**config.mk**
```make
export PLATFORM = sky130hd
export DESIGN_NAME = ltc_timing_ctrl
export DESIGN_NICKNAME = d
export VERILOG_FILES = /design/src/rtl/ltc_pkg.sv /design/src/rtl/ltc_level_mux.sv /design/src/rtl/ltc_timing_ctrl.sv
export SDC_FILE = /design/constraint.sdc
export NUM_CORES = 1
export LEC_CHECK = 0
export BUFFER_PORTS_ARGS = -buffer_cell sky130_fd_sc_hd__buf_2
export CAP_MARGIN = 10
export CORE_AREA = 10 10 238 240
export DETAILED_ROUTE_END_ITERATION = 10
export DIE_AREA = 0 0 248 250
export HOLD_SLACK_MARGIN = 0.15
export SLEW_MARGIN = 30
export SYNTH_ARGS = -nofsm -noshare
export SYNTH_HDL_FRONTEND = slang
export SYNTH_SLANG_ARGS = --single-unit
```
**constraint.sdc**
```tcl
create_clock -name clock_in -period 3.57 [get_ports clock_in]
set_input_delay 0.714 -clock clock_in [delete_from_list [all_inputs] [get_ports clock_in]]
set_output_delay 0.714 -clock clock_in [all_outputs]
set_load 0.02 [all_outputs]
```
**src/rtl/ltc_pkg.sv**
```systemverilog
// Constants and carrier types for the LCD timing and contrast control block.
// Assumes a single 200 MHz clock domain and an active-low asynchronous reset.
// Summary of operation
// - Timing generator derives line-address and data-latch strobes from the display clock.
// - Display data is latched and driven to segment outputs with the display clock.
// - Panel refresh reads run independently of host accesses, causing no flicker.
// - Timing generator also makes the common scan and AC polarity signals.
// - AC polarity follows a two-frame alternating pattern by default.
// - Each output selects one of four levels from data, scan and polarity.
// - Power control holds independent booster, regulator and follower enables.
// - Contrast command loads a five-bit value selecting one of 32 steps.
// - Contrast coefficient equals 31 minus the code.
// - Divider command loads three bits; 0-6 internal ratios, 7 means external.
// - Reset clears all three power enables.
// - Reset loads contrast with binary 10000.
// - Reset enters power-saving mode with oscillator and supply stopped.
package ltc_pkg;
  localparam logic [4:0] CONTRAST_RESET = 5'h10;
  localparam logic [4:0] CONTRAST_MAX = 5'h1f;
  localparam logic [2:0] DIVIDER_RESET = 3'h0;
  localparam logic [2:0] DIVIDER_EXTERNAL = 3'h7;
  localparam logic [2:0] POWER_RESET = 3'h0;
  // Command codes on the command port
  localparam logic [1:0] CMD_POWER = 2'h0;
  localparam logic [1:0] CMD_CONTRAST = 2'h1;
  localparam logic [1:0] CMD_DIVIDER = 2'h2;
  localparam logic [1:0] CMD_SAVER = 2'h3;
  // Four drive levels: index into the bias ladder
  localparam logic [1:0] LVL_V0 = 2'h0;
  localparam logic [1:0] LVL_V1V2 = 2'h1;
  localparam logic [1:0] LVL_V3V4 = 2'h2;
  localparam logic [1:0] LVL_VSS = 2'h3;

  typedef struct packed {
    logic booster;
    logic regulator;
    logic follower;
  } ltc_power_t;

  typedef struct packed {
    logic [4:0] coefficient;
    logic [2:0] divider;
    logic external_resistors;
  } ltc_volt_t;
endpackage

```
**src/rtl/ltc_level_mux.sv**
```systemverilog
// Four-level drive selector for one segment or common electrode.
// Assumes inputs from logic on the same clock; output is registered.
`timescale 1ns/1ps
module ltc_level_mux
(
  input wire logic clock_in,
  input wire logic rst_n_in,
  input wire logic is_common_in,
  input wire logic select_in,
  input wire logic polarity_in,
  input wire logic blank_in,
  output logic [1:0] level_out
);
  logic [1:0] level;
  logic [1:0] next_level;

  // Level from data or scan state and polarity
  always_comb
  begin
    if (blank_in)
      next_level = ltc_pkg::LVL_VSS;
    else if (is_common_in)
      next_level = select_in ? (polarity_in ? ltc_pkg::LVL_VSS : ltc_pkg::LVL_V0)
                             : (polarity_in ? ltc_pkg::LVL_V1V2 : ltc_pkg::LVL_V3V4);
    else
      next_level = select_in ? (polarity_in ? ltc_pkg::LVL_V0 : ltc_pkg::LVL_VSS)
                             : (polarity_in ? ltc_pkg::LVL_V3V4 : ltc_pkg::LVL_V1V2);
  end

  always_ff @(posedge clock_in or negedge rst_n_in)
  begin
    if (!rst_n_in)
      level <= ltc_pkg::LVL_VSS;
    else
      level <= next_level;
  end

  assign level_out = level;
endmodule

```
**src/rtl/ltc_timing_ctrl.sv**
```systemverilog
// Display timing generator, LCD drive level selection and power/contrast settings.
// Assumes the display clock is a one-cycle enable from the same 200 MHz domain and
// that line data arrive already read from display memory by a separate port.
`timescale 1ns/1ps
module ltc_timing_ctrl
#(
  parameter int ROWS = 65,
  parameter int COLS = 132,
  parameter int CLKS_PER_LINE = 4
)
(
  input wire logic clock_in,
  input wire logic rst_n_in,
  input wire logic display_clock_in,
  input wire logic [COLS-1:0] line_data_in,
  input wire logic cmd_valid_in,
  input wire logic [1:0] cmd_code_in,
  input wire logic [4:0] cmd_data_in,
  output logic [$clog2(ROWS)-1:0] line_address_out,
  output logic line_strobe_out,
  output logic latch_strobe_out,
  output logic panel_ac_polarity_out,
  output logic [ROWS-1:0] common_row_output_out,
  output logic [2*COLS-1:0] segment_column_output_out,
  output logic [2*ROWS-1:0] common_level_out,
  output ltc_pkg::ltc_power_t power_enable_out,
  output logic [4:0] contrast_step_out,
  output ltc_pkg::ltc_volt_t lcd_drive_voltage_out,
  output logic power_saver_out
);
  localparam int RW = $clog2(ROWS);
  localparam int DW = $clog2(CLKS_PER_LINE + 1);

  initial
  begin
    if (ROWS < 2 || COLS < 1 || CLKS_PER_LINE < 2)
      $error("ltc_timing_ctrl: unsupported parameters");
  end

  // Timing state
  logic [DW-1:0] div_count, next_div_count;
  logic [RW-1:0] row, next_row;
  logic polarity, next_polarity;
  logic line_strobe, next_line_strobe;
  logic latch_strobe, next_latch_strobe;
  logic [ROWS-1:0] common_row, next_common_row;
  logic [COLS-1:0] latched, next_latched;
  // Settings state
  ltc_pkg::ltc_power_t power, next_power;
  logic [4:0] contrast_step, next_contrast_step;
  logic [2:0] divider_ratio_select, next_divider_ratio_select;
  logic saver, next_saver;
  // Registered copy of the enables as seen on the pins, zero in saver
  ltc_pkg::ltc_power_t power_out, next_power_out;
  ltc_pkg::ltc_volt_t volt, next_volt;

  // Timing next-state: display clock enables drive everything; saver halts it
  always_comb
  begin
    next_div_count = div_count;
    next_row = row;
    next_polarity = polarity;
    next_line_strobe = 1'b0;
    next_latch_strobe = 1'b0;
    next_common_row = common_row;
    next_latched = latched;
    // Looks at the saver value being loaded so the scan parks in the same edge
    if (next_saver)
    begin
      // Oscillator stopped: no strobes, scan parked
      next_div_count = '0;
      next_common_row = '0;
    end
    else if (display_clock_in)
    begin
      if (div_count == DW'(CLKS_PER_LINE - 1))
      begin
        next_div_count = '0;
        next_line_strobe = 1'b1;
        next_latch_strobe = 1'b1;
        // Latch only at line boundary so host traffic never shows mid-line
        next_latched = line_data_in;
        next_common_row = '0;
        next_common_row[row] = 1'b1;
        if (row == RW'(ROWS - 1))
        begin
          next_row = '0;
          next_polarity = ~polarity;
        end
        else
          next_row = row + RW'(1);
      end
      else
        next_div_count = div_count + DW'(1);
    end
  end

  always_ff @(posedge clock_in or negedge rst_n_in)
  begin
    if (!rst_n_in)
    begin
      div_count <= '0;
      row <= '0;
      polarity <= 1'b0;
      line_strobe <= 1'b0;
      latch_strobe <= 1'b0;
      common_row <= '0;
      latched <= '0;
    end
    else
    begin
      div_count <= next_div_count;
      row <= next_row;
      polarity <= next_polarity;
      line_strobe <= next_line_strobe;
      latch_strobe <= next_latch_strobe;
      common_row <= next_common_row;
      latched <= next_latched;
    end
  end

  // Command decode; the host is trusted to keep to the sensible enable sets
  always_comb
  begin
    next_power = power;
    next_contrast_step = contrast_step;
    next_divider_ratio_select = divider_ratio_select;
    next_saver = saver;
    if (cmd_valid_in)
    begin
      unique case (cmd_code_in)
        ltc_pkg::CMD_POWER:
        begin
          // Any combination is stored as written
          next_power.booster = cmd_data_in[2];
          next_power.regulator = cmd_data_in[1];
          next_power.follower = cmd_data_in[0];
        end
        ltc_pkg::CMD_CONTRAST: next_contrast_step = cmd_data_in;
        ltc_pkg::CMD_DIVIDER: next_divider_ratio_select = cmd_data_in[2:0];
        ltc_pkg::CMD_SAVER: next_saver = cmd_data_in[0];
      endcase
    end
    next_power_out = next_saver ? ltc_pkg::POWER_RESET : next_power;
    next_volt.coefficient = ltc_pkg::CONTRAST_MAX - next_contrast_step;
    next_volt.divider = next_divider_ratio_select;
    next_volt.external_resistors =
      (next_divider_ratio_select == ltc_pkg::DIVIDER_EXTERNAL);
  end

  always_ff @(posedge clock_in or negedge rst_n_in)
  begin
    if (!rst_n_in)
    begin
      power <= ltc_pkg::POWER_RESET;
      contrast_step <= ltc_pkg::CONTRAST_RESET;
      divider_ratio_select <= ltc_pkg::DIVIDER_RESET;
      saver <= 1'b1;
      power_out <= ltc_pkg::POWER_RESET;
      volt <= '{coefficient: 5'h0f, divider: 3'h0, external_resistors: 1'b0};
    end
    else
    begin
      power <= next_power;
      contrast_step <= next_contrast_step;
      divider_ratio_select <= next_divider_ratio_select;
      saver <= next_saver;
      power_out <= next_power_out;
      volt <= next_volt;
    end
  end

  // Per-electrode drive selectors; saver parks outputs at ground level
  genvar gi;
  generate
    for (gi = 0; gi < COLS; gi++)
    begin : g_seg
      ltc_level_mux u_seg (
        .clock_in(clock_in),
        .rst_n_in(rst_n_in),
        .is_common_in(1'b0),
        .select_in(latched[gi]),
        .polarity_in(polarity),
        .blank_in(saver),
        .level_out(segment_column_output_out[2*gi +: 2])
      );
    end
    for (gi = 0; gi < ROWS; gi++)
    begin : g_com
      ltc_level_mux u_com (
        .clock_in(clock_in),
        .rst_n_in(rst_n_in),
        .is_common_in(1'b1),
        .select_in(common_row[gi]),
        .polarity_in(polarity),
        .blank_in(saver),
        .level_out(common_level_out[2*gi +: 2])
      );
    end
  endgenerate

  // Straight register outputs
  assign line_address_out = row;
  assign line_strobe_out = line_strobe;
  assign latch_strobe_out = latch_strobe;
  assign panel_ac_polarity_out = polarity;
  assign common_row_output_out = common_row;
  assign power_enable_out = power_out;
  assign contrast_step_out = contrast_step;
  assign lcd_drive_voltage_out = volt;
  assign power_saver_out = saver;
endmodule

```
Word-level counts from Yosys, hierarchy flattened
Index checks and enable logic that the tools add are counted.
- bits in registers: 624
- bits of input ports: 143
- eq/ne operators: 6
- multiplexer cells: 419
- reductions and logical operators: 7
- $lt $le $gt $ge: 2
- add/subtract/negate cells: 3
- bitwise operators: 2
- operators by type and width (cell ; number):
    2-bit two-way mux ; 398
    65-bit two-way mux ; 3
    3-bit two-way mux ; 8
    5-bit two-way mux ; 2
    7-bit by 8-bit less-than comparator with 1-bit output (second input constant) ; 1
    7-bit by 1-bit adder with 7-bit output (second input constant) ; 1
    1-bit demux with 7-bit select ; 1
    7-bit equality test (second input constant) ; 1
    7-bit by 1-bit greater-or-equal comparator with 1-bit output (second input constant) ; 1
    7-bit two-way mux ; 1
    1-bit two-way mux ; 6
    5-bit subtractor (first input constant) ; 1
    2-bit equality test (second input constant) ; 2
    4-bit AND reduction ; 1
    2-bit nonzero test ; 2
    3-bit by 1-bit adder with 3-bit output (second input constant) ; 1
    3-bit by 2-bit equality test with 1-bit output (second input constant) ; 1
    3-bit equality test (second input constant) ; 1
    3-bit AND reduction ; 1
    2-bit by 1-bit equality test with 1-bit output (second input constant) ; 1
    2-bit zero test ; 1
    1-bit NOT ; 2
    2-bit AND reduction ; 1
    1-bit logical AND ; 1

Depth between registers and ports, before layout
Gate-level depths: netlist (run 1).
- depth after elaboration: 7
- mapped depth: 7
- depth with buffers taken out: 5

By module
From an unflattened synthesis (run 1), not the netlist that was laid out.
- cell total of the unflattened synthesis: 2817
- area total of the unflattened synthesis: 31363.8 µm²
- modules (own cells, without submodules) (module ; sequential area each (µm²) ; times used ; cells each ; area each (µm²)):
    ltc_level_mux ; 52.6 ; 197 ; 11 ; 113.9
    ltc_timing_ctrl ; 5763.0 ; 1 ; 650 ; 8933.6

Worst setup path before layout (run 1)
Ideal clock, no wire load.
- path type: register to register
- start: register polarity, in the netlist panel_ac_polarity_out
- end: register g_seg[0].u_seg.level[1]
- library setup time: 0.084 ns
- path buffers: 2
- path slack: 0.816 ns
- data arrival time: 2.669 ns
- cell stages (with the launch flop): 6
- path through: dfrtp_1 clkbuf_1 buf_2 inv_1 ha_1 or2_2
- word-level cells in the longest chain between the ends: 3
- elaborated cells between the ends (all ways): 4
- ends and longest elaborated chain (item ; RTL line ; source):
    start: declaration ; ltc_timing_ctrl.sv:43 ; logic polarity, next_polarity;
    start signal: assignment ; ltc_timing_ctrl.sv:114 ; polarity <= next_polarity;
    2-bit two-way mux (on tied branches) ; ltc_level_mux.sv:27, ltc_level_mux.sv:26 ;
    2-bit two-way mux * ; ltc_level_mux.sv:26 ; next_level = select_in ? (polarity_in ? ltc_pkg::LVL_V0 : ltc_pkg::LVL_VSS)
    2-bit two-way mux * ; ltc_level_mux.sv:20 ; if (blank_in)
    via g_seg[0].u_seg.next_level[1] ; ltc_level_mux.sv:15 ; logic [1:0] next_level;
    end signal: assignment ; ltc_level_mux.sv:33 ; level <= ltc_pkg::LVL_VSS;
    end signal: assignment ; ltc_level_mux.sv:35 ; level <= next_level;
    end: declaration ; ltc_level_mux.sv:14 ; logic [1:0] level;
The timed path passes the listed nets; every way through them passes the cells marked *.
A chain may end at the register's enable or synchronous reset.

Final worst setup path (run 1)
- start: register saver, in the netlist power_saver_out
- end: output port power_saver_out
- RTL lines (item ; RTL line ; source):
    start: declaration ; ltc_timing_ctrl.sv:52 ; logic saver, next_saver;
    start signal: assignment ; ltc_timing_ctrl.sv:167 ; saver <= next_saver;
    end: declaration ; ltc_timing_ctrl.sv:29 ; output logic power_saver_out
No word-level cell between the ends.

==> results.json, run 1 <==
{
  "grt_antenna_before_repair": 18,
  "pwr-share-clk_pct": 28.7,
  "syn_inst": 1671,
  "power_switching_mw": 5.661,
  "cts_sinks": 462,
  "grt_pass1_wl_um": 82250,
  "combPwrFrac_pct": 26.1,
  "critPathLaunchType": "register",
  "gr-usage-met2_pct": 29.21,
  "worstPathMaxFanout": 67,
  "max_freq_mhz": 378.2,
  "vias": 12870,
  "synth_fp_nets": 1883,
  "slew-limit-headroom_pct": 39.85,
  "slew_violations": 0,
  "ant_nets": 0,
  "synthDistinctLibCells": 43,
  "fin_tns_setup_ns": 0,
  "clock_path_buffers": 3,
  "cts_max_level": 2,
  "maxCapViolCount": 0,
  "coreArea_um2": 52020,
  "grt_pass1_vias": 13150,
  "fin_crit_sh_pct": 74.06,
  "cts_setup_buffers": 0,
  "tritoncts": "built",
  "drtPass1Iterations": 5,
  "cts-buffers-inserted": 51,
  "ys_ff_latch": 462,
  "grt_usage_pct": 17.07,
  "finalClockSkew_ns": 0.02221,
  "layout.nets": 2276,
  "syn_to_final_growth_pct": 18.99,
  "synth_area_leaders": "dfstp_2, dfrtp_1, buf_4",
  "busiest_layer": "met2",
  "netlist_area_um2": 20230,
  "hold_class": "in2async",
  "p_seq_share_pct": 45.2,
  "grt_setup_unrepaired": "no",
  "max_stage_delay_ns": 0.57,
  "vias_per_cell": 4.594,
  "crit_type": "reg2out",
  "cts-root-buf": "clkbuf_16",
  "worst_slew_pin_slew_ns": 0.9023,
  "power.density_nw_per_um2": 727.3,
  "intPower_mw": 11.85,
  "overflow": 0,
  "path_cells": "buf_4 > buf_2",
  "gp_congestion": 0.7923,
  "start_util_pct": 38.89,
  "worstPathArrival_ns": 1.93,
  "clk_latency_ns": 0.58,
  "drt_drc_violations_left": 0,
  "finalHoldViolations": 0,
  "outcome": "finished clean",
  "mostFrequentLayoutCells": "buf_2, dfstp_2, dfrtp_1",
  "cp_data_required_time_ns": 2.86,
  "dp_hpwl_um": 40090,
  "io_pins": 630,
  "end_kind": "output port",
  "num_rows": 84,
  "synth.avg_cell_area_um2": 12.11,
  "die_h_um": 250,
  "swShare_pct": 32.33,
  "die_w_um": 248,
  "slowest_stage": "dfstp_2",
  "wl_um": 55310,
  "dp.cells": 2699,
  "cts_resized": 0,
  "grt_max_degree": 102,
  "cts_hold_buffers": 0,
  "portBuffers": 629,
  "setup-violations-final": 0,
  "ys_seq_area_share_pct": 58.62,
  "drt_iter0_drc": 687,
  "met3_usage_pct": 5.843,
  "power_leakage_nw": 11.63,
  "power_mw": 17.51,
  "final_common_cell": "buf_2",
  "path_clk_slew_ns": 0.06,
  "final_cell_count_no_fill": 2802,
  "wl_per_cell_um": 19.74,
  "synth_top_area_cell": "dfstp_2",
  "synth_top_area_share_pct": 30.91,
  "grtUsageMet1_pct": 19.03,
  "period_minus_slack_ns": 2.644,
  "drive_above_1_share_pct": 52.73,
  "yosysWarnings": 0,
  "ir_drop_uv": 475.7,
  "die_area_um2": 62000,
  "utilization_pct": 46.27
}
cell usage after synthesis (all sizes together):
cell type / count
a22oi: 63
nand3: 4
dfrtp: 224
mux2: 105
nand2b: 6
nor2: 76
nand3b: 4
nor4b: 1
ha: 69
and3b: 1
a211oi: 1
mux2i: 5
clkbuf: 38
a211o: 1
a22o: 1
inv: 46
o22ai: 2
nand4bb: 1
or3: 33
o21ai: 40
buf: 273
nand4: 5
dfstp: 238
or2: 34
nor2b: 4
and3: 2
xor2: 65
nor3b: 1
o211a: 1
xnor2: 102
nand4b: 1
nor4: 1
a21boi: 2
a21oi: 3
nor3: 10
nand2: 208
layer usage:
metal,routed length [µm],share of wire [%]
met1,20140,36
met2,27950,51
met3,5452,9.9
met4,1654,3.0
met5,105,0.19
metrics by stage:
stage | setup slack [ns] | cell area [µm²] | hold slack, ns
final | 0.9260 | 24070 | 0.1471
after CTS | 0.6235 | 24040 | 0.1675
after global placement | 1.133 | 22430 | 0.4240
after global routing | 0.6627 | 24070 | 0.1673
after detailed placement | 1.093 | 22440 | 0.4332
after floorplan | 0.8163 | 20230 | 0.4184
path summary, 6_finish.rpt:
| check | startpoint | end | slack [ns] | cells past startpoint |
|---|---|---|---|---|
| hold reg to reg | contrast_step_out[3]$_DFF_PN0_ | lcd_drive_voltage_out[7]$_DFF_PN1_ | 0.44 | 1 |
| setup reg to reg | power_saver_out$_DFF_PN1_ | latched[79]$_DFFE_PN0P_ | 1.34 | 4 |
| setup / recovery | power_saver_out$_DFF_PN1_ | power_saver_out | 0.93 | 2 |
| hold / removal | rst_n_in | latched[89]$_DFFE_PN0P_ | 0.15 | 1 |
| min in group clock_in | cmd_data_in[3] | lcd_drive_voltage_out[7]$_DFF_PN1_ | 0.30 | 2 |
| max in group asynchronous | rst_n_in | g_seg[114].u_seg.level_out[1]$_DFF_PN1_ | 2.35 | 2 |
sequential cells by signal (all words and copies together), names as in the netlist:
signal / cells
lcd_drive_voltage_out: 9
g_com.u_com.level_out: 66
div_count: 3
g_seg.u_seg.level_out: 166
common_row_output_out: 65
power_saver_out: 1
contrast_step_out: 5
panel_ac_polarity_out: 1
power: 3
latched: 132
latch_strobe_out: 1
line_address_out: 7
power_enable_out: 3
worst max-delay path, delay by kind of cell (launching register included):
family	cells	cell delay, ns
flops	1	0.57
buf+inv	2	0.77
power by group through the flow:
stage	Sequential (mW)	Combinational, mW	Clock, mW
detailed placement	8.01	4.66	0
CTS	7.94	4.68	5.18
global placement	7.96	4.57	0
finish	7.91	4.57	5.02
floorplan	8.84	2.31	0
global route	8.11	5.01	5.41
area by class of cell:
cell class                      count  area, µm²
Tap cell                          688      860.8
Antenna cell                        9      22.52
Inverter                           46      177.7
Clock inverter                     19      145.1
Timing Repair Buffer              651       3427
Sequential cell                   462      11870
Multi-Input combinational cell    852       6117
Clock buffer                       75       1456
Fill cell                        4833      27950
cells by family after synthesis:
kind of cell / after synthesis / share of synthesized area (%)
buffers and inverters: 357 / 11.28
adder cells (fa/ha/maj): 69 / 4.267
XOR/XNOR: 167 / 7.230
AO/OA/AOI/OAI: 114 / 3.711
flip-flops: 462 / 58.62
multiplexers: 110 / 6.092
AND/OR/NAND/NOR: 392 / 8.801
Note: power is estimated with default switching activity, not from simulation.
==> run 2, diff against run 1 <==
==> constraint.sdc (replaced) <==
create_clock -name clock_in -period 2.5 [get_ports clock_in]
set_input_delay 0.5 -clock clock_in [delete_from_list [all_inputs] [get_ports clock_in]]
set_output_delay 0.5 -clock clock_in [all_outputs]
set_load 0.02 [all_outputs]
==> results.json, run 2 (synthesis results as in run 1) <==
{
  "grt_antenna_before_repair": 3,
  "grt_max_degree": 125,
  "p_seq_share_pct": 43.9,
  "reg2reg_depth": 5,
  "grt_pass1_vias": 13900,
  "cts-root-buf": "clkbuf_16",
  "coreArea_um2": 52020,
  "vias_per_cell": 4.547,
  "maxCapViolCount": 0,
  "min_from": "line_data_in[101]",
  "worst_slew_pin_slew_ns": 0.8888,
  "die_h_um": 250,
  "place_ws_ns": 0.4116,
  "end_kind": "output port",
  "intPower_mw": 17.63,
  "finalClockSkew_ns": 0.01382,
  "die_area_um2": 62000,
  "slew_violations": 0,
  "wl_um": 56380,
  "final_cell_count_no_fill": 2954,
  "setup_ws_ns": 0.1840,
  "slew-limit-headroom_pct": 40.74,
  "r2r_start": "div_count[0]$_DFFE_PN0P_",
  "cp_data_required_time_ns": 2.00,
  "ant_nets": 0,
  "cts_sinks": 462,
  "gp_congestion": 0.7858,
  "drt_drc_violations_left": 0,
  "vias": 13430,
  "cts-buffers-inserted": 51,
  "power_switching_mw": 8.156,
  "cp-startpoint": "g_seg[127].u_seg.level_out[0]$_DFF_PN1_",
  "portBuffers": 629,
  "drive_above_1_share_pct": 51.52,
  "outcome": "finished clean",
  "final_common_cell": "buf_2",
  "worstPathArrival_ns": 1.82,
  "power.density_nw_per_um2": 995.7,
  "tritoncts": "built",
  "cts_max_level": 2,
  "setup-violations-final": 0,
  "die_w_um": 248,
  "pwr-share-clk_pct": 29.8,
  "period_minus_slack_ns": 2.316,
  "critPathLaunchType": "register",
  "crit_type": "reg2out",
  "grt_pass1_wl_um": 84800,
  "path_clk_slew_ns": 0.06,
  "swShare_pct": 31.63,
  "layout.nets": 2433,
  "min_path_cells": 2,
  "combPwrFrac_pct": 26.3,
  "power_leakage_nw": 12.32,
  "drt_iter0_drc": 638,
  "ir_drop_uv": 762.3,
  "final_cell_area_um2": 25900,
  "wl_per_cell_um": 19.09,
  "hold_class": "in2reg",
  "max_freq_mhz": 431.8,
  "dp.cells": 2720,
  "clk_latency_ns": 0.58,
  "dp_hpwl_um": 40300,
  "worstPathMaxFanout": 71,
  "start_util_pct": 38.89,
  "fin_crit_sh_pct": 92.64,
  "finalHoldViolations": 0,
  "fin_tns_setup_ns": 0,
  "drtPass1Iterations": 4,
  "overflow": 0,
  "syn_to_final_growth_pct": 28.01,
  "grt_setup_unrepaired": "no",
  "placed_area_um2": 22780,
  "largest_register_ffs": 166,
  "mostFrequentLayoutCells": "buf_2, dfstp_2, dfrtp_1",
  "io_pins": 630,
  "grt_usage_pct": 17.48,
  "power_mw": 25.79,
  "clock_path_buffers": 3,
  "num_rows": 84
}
[run 2: cell types whose count changed in the layout (fill, tap and decap cells not counted), sizes merged]
cell         previous run  this run
dlygate4sd3             0       136
buf                   651       672
clkinv                 14         8
diode                   9         3
clkbuf                 75        79
bufinv                  1         4
clkinvlp                1         3
inv                    49        47
[run 2: metal layers]
| layer | vias up | share of wire, % | GRT usage (%) | routed length (µm) |
|---|---|---|---|---|
| met5 | - | 0 | 0 | 0 |
| met4 | 0 | 2.9 | 5.836 | 1618 |
| met3 | 101 | 8.7 | 5.191 | 4895 |
| met2 | 435 | 52 | 31.09 | 29290 |
| met1 | 6625 | 37 | 19.44 | 20580 |
| li1 | 6270 | - | - | - |
[run 2: final cells by class]
cell class	instances	area, µm²
fillers	4612	26130
flip-flops and latches	462	11870
multi-input cells	852	6191
repair buffers	808	5046
clock buffers	79	1544
well taps	688	860.8
clock inverters	16	196.4
inverters	46	181.4
diodes	3	7.507
[run 2: critical path, cell delays in order (launching register included)]
cell and delay [ns]:
dfstp_4 0.77, buf_12 0.25, buf_2 0.21
[run 2: stage by stage]
step           utilization, %  hold slack (ns)
6_report                49.78           0.2000
3_5_place_dp            43.78           0.4334
4_1_cts                 49.72           0.1532
3_3_place_gp            43.78           0.4157
2_1_floorplan               -           0.2044
5_1_grt                 49.77           0.1652
[run 2: power by group through the flow]
| stage | registers [mW] | logic, mW | clock network, mW |
|---|---|---|---|
| after floorplan | 12.6 | 3.30 | 0 |
| after global placement | 11.4 | 6.56 | 0 |
| after detailed placement | 11.4 | 6.70 | 0 |
| after CTS | 11.3 | 6.90 | 7.88 |
| after global routing | 11.6 | 7.41 | 8.25 |
| final | 11.3 | 6.79 | 7.67 |
[run 2: path summary, 6_finish.rpt]
path                       slack, ns                                      to
max in group asynchronous       1.20  g_seg[25].u_seg.level_out[1]$_DFF_PN1_
min reg2reg                     0.46      lcd_drive_voltage_out[5]$_DFF_PN1_
max                             0.18           segment_column_output_out[64]
max reg2reg                     0.45                latched[120]$_DFFE_PN0P_
min                             0.20                latched[101]$_DFFE_PN0P_
min in group asynchronous       0.46                 latched[96]$_DFFE_PN0P_
[run 2: repair_timing]
item / in CTS / in global routing
hold buffers: 135 / 1
setup endpoints to repair: 0 / 137
gates resized for setup: 0 / 3
setup buffers: 0 / 0
hold endpoints to repair: 154 / 1
==> run 3, diff against run 2 <==
--- a/config.mk
+++ b/config.mk
@@ -11,7 +11,7 @@
 export DETAILED_ROUTE_END_ITERATION = 10
 export DIE_AREA = 0 0 248 250
 export HOLD_SLACK_MARGIN = 0.15
-export SLEW_MARGIN = 30
+export REMOVE_ABC_BUFFERS = 1
 export SYNTH_ARGS = -nofsm -noshare
 export SYNTH_HDL_FRONTEND = slang
 export SYNTH_SLANG_ARGS = --single-unit
==> results.json, run 3 (synthesis results as in run 1) <==
{
  "outcome": "finished clean",
  "slowest_stage": "dfstp_2",
  "hold_class": "in2reg",
  "cp_num_buf_inv": 2,
  "layout.nets": 2421,
  "met3_usage_pct": 5.052,
  "power.density_nw_per_um2": 993.2,
  "grt_usage_pct": 17.80,
  "wl_um": 57260,
  "gp_congestion": 0.8211,
  "max_stage_delay_ns": 0.78,
  "grt_max_degree": 111,
  "die_h_um": 250,
  "portBuffers": 629,
  "crit_type": "reg2out",
  "slew_violations": 0,
  "clk_latency_ns": 0.57,
  "die_area_um2": 62000,
  "maxCapViolCount": 0,
  "grtUsageMet1_pct": 20.84,
  "grt_setup_unrepaired": "no",
  "drtPass1Iterations": 5,
  "overflow": 0,
  "num_rows": 84,
  "grt_pass1_wl_um": 86270,
  "drt_iter0_drc": 609,
  "busiest_layer": "met2",
  "end_kind": "output port",
  "worstPathArrival_ns": 1.76,
  "max_freq_mhz": 441.6,
  "slew-limit-headroom_pct": 31.75,
  "drive_above_1_share_pct": 50.36,
  "worstPathMaxFanout": 36,
  "cp_data_required_time_ns": 2.00,
  "vias": 13320,
  "fin_crit_sh_pct": 90.58,
  "grt_antenna_before_repair": 1,
  "mostFrequentLayoutCells": "buf_2, dfstp_2, dfrtp_1",
  "drt_drc_violations_left": 0,
  "period_minus_slack_ns": 2.265,
  "cts-buffers-inserted": 50,
  "vias_per_cell": 4.532,
  "ir_drop_uv": 560.0,
  "largest_register_ffs": 166,
  "io_pins": 630,
  "grt_pass1_vias": 14200,
  "crit_family": "flip-flops",
  "gr-usage-met2_pct": 30.97,
  "clock_path_buffers": 3,
  "setup-violations-final": 0,
  "dp_hpwl_um": 40730,
  "wl_per_cell_um": 19.48,
  "finalHoldViolations": 0,
  "ant_nets": 0,
  "tritoncts": "built",
  "start_util_pct": 38.89,
  "syn_to_final_growth_pct": 26.18,
  "worst_slew_pin_slew_ns": 1.024,
  "final_common_cell": "buf_2",
  "die_w_um": 248,
  "utilization_pct": 49.07,
  "cts_sinks": 462,
  "n_fill_cell": 4602,
  "final_cell_area_um2": 25530,
  "cts_max_level": 2,
  "placed_area_um2": 22660,
  "finalClockSkew_ns": 0.01578,
  "critPathLaunchType": "register",
  "path_clk_slew_ns": 0.06,
  "path_cells": "buf_12 > buf_2",
  "power_leakage_nw": 12.30,
  "coreArea_um2": 52020,
  "cts-root-buf": "clkbuf_16"
}
[run 3: through the flow]
step	power [mW]	setup WS, ns	hold WS, ns	TNS (ns)	instances
3_3_place_gp	18.00	0.2922	0.4238	0	2724
6_report	25.35	0.2354	0.1790	0	2940
4_1_cts	25.76	0.01321	0.1504	0	2937
2_1_floorplan	15.52	-7.029	0.2044	-2364.78	1360
3_5_place_dp	18.17	0.2404	0.4420	0	2724
5_1_grt	26.79	0.05016	0.1501	0	2939
[run 3: routing by layer]
metal  part of all wire (%)  up-vias
met5                      0        -
met4                    2.2        0
met3                    8.0       80
met2                     51      401
met1                     39     6607
li1                       -     6235
[run 3: cell type report]
class / instances / area (µm²) / share of cell area [%]
timing repair buffer: 797 / 4882 / 19.13
tap: 688 / 860.8 / 3.372
multi-input combinational: 852 / 6113 / 23.95
sequential: 462 / 11860 / 46.47
clock inverter: 16 / 171.4 / 0.6715
inverter: 46 / 177.7 / 0.6960
clock buffer: 77 / 1454 / 5.695
antenna: 2 / 5.005 / 0.01961
[run 3: path summary, 6_finish.rpt]
kind / startpoint / to / slack (ns) / cells after the start
setup / recovery: g_com[9].u_com.level_out[0]$_DFF_PN1_ / common_level_out[90] / 0.24 / 2
setup reg to reg: div_count[0]$_DFFE_PN0P_ / latched[92]$_DFFE_PN0P_ / 0.34 / 5
hold reg to reg: contrast_step_out[2]$_DFF_PN0_ / lcd_drive_voltage_out[6]$_DFF_PN1_ / 0.44 / 1
max in group asynchronous: rst_n_in / g_com[52].u_com.level_out[1]$_DFF_PN1_ / 1.23 / 3
min in group asynchronous: rst_n_in / latched[49]$_DFFE_PN0P_ / 0.44 / 2
hold / removal: line_data_in[13] / latched[13]$_DFFE_PN0P_ / 0.18 / 3
[run 3: power breakdown]
| part | internal [mW] | switching [mW] |
|---|---|---|
| clock network | 4.32 | 2.98 |
| logic | 2.73 | 4.04 |
| registers | 10.2 | 1.07 |
| total | 17.3 | 8.09 |
[run 3: what timing repair did]
action | CTS | global route
setup endpoints to repair | 1 | 1
gates cloned | 0 | 1
hold endpoints to repair | 144 | 0
gates resized for setup | 1 | 0
pin swaps | 0 | 0
buffers inserted | 0 | 0
hold buffers | 120 | 0
[run 3: worst reg2reg max path, cell delays in order, from the launching register on]
cell and delay (ns):
dfrtp_1 0.36, ha_1 0.23, and3b_1 0.29, o211a_4 0.45
buf_12 0.27, mux2_2 0.44
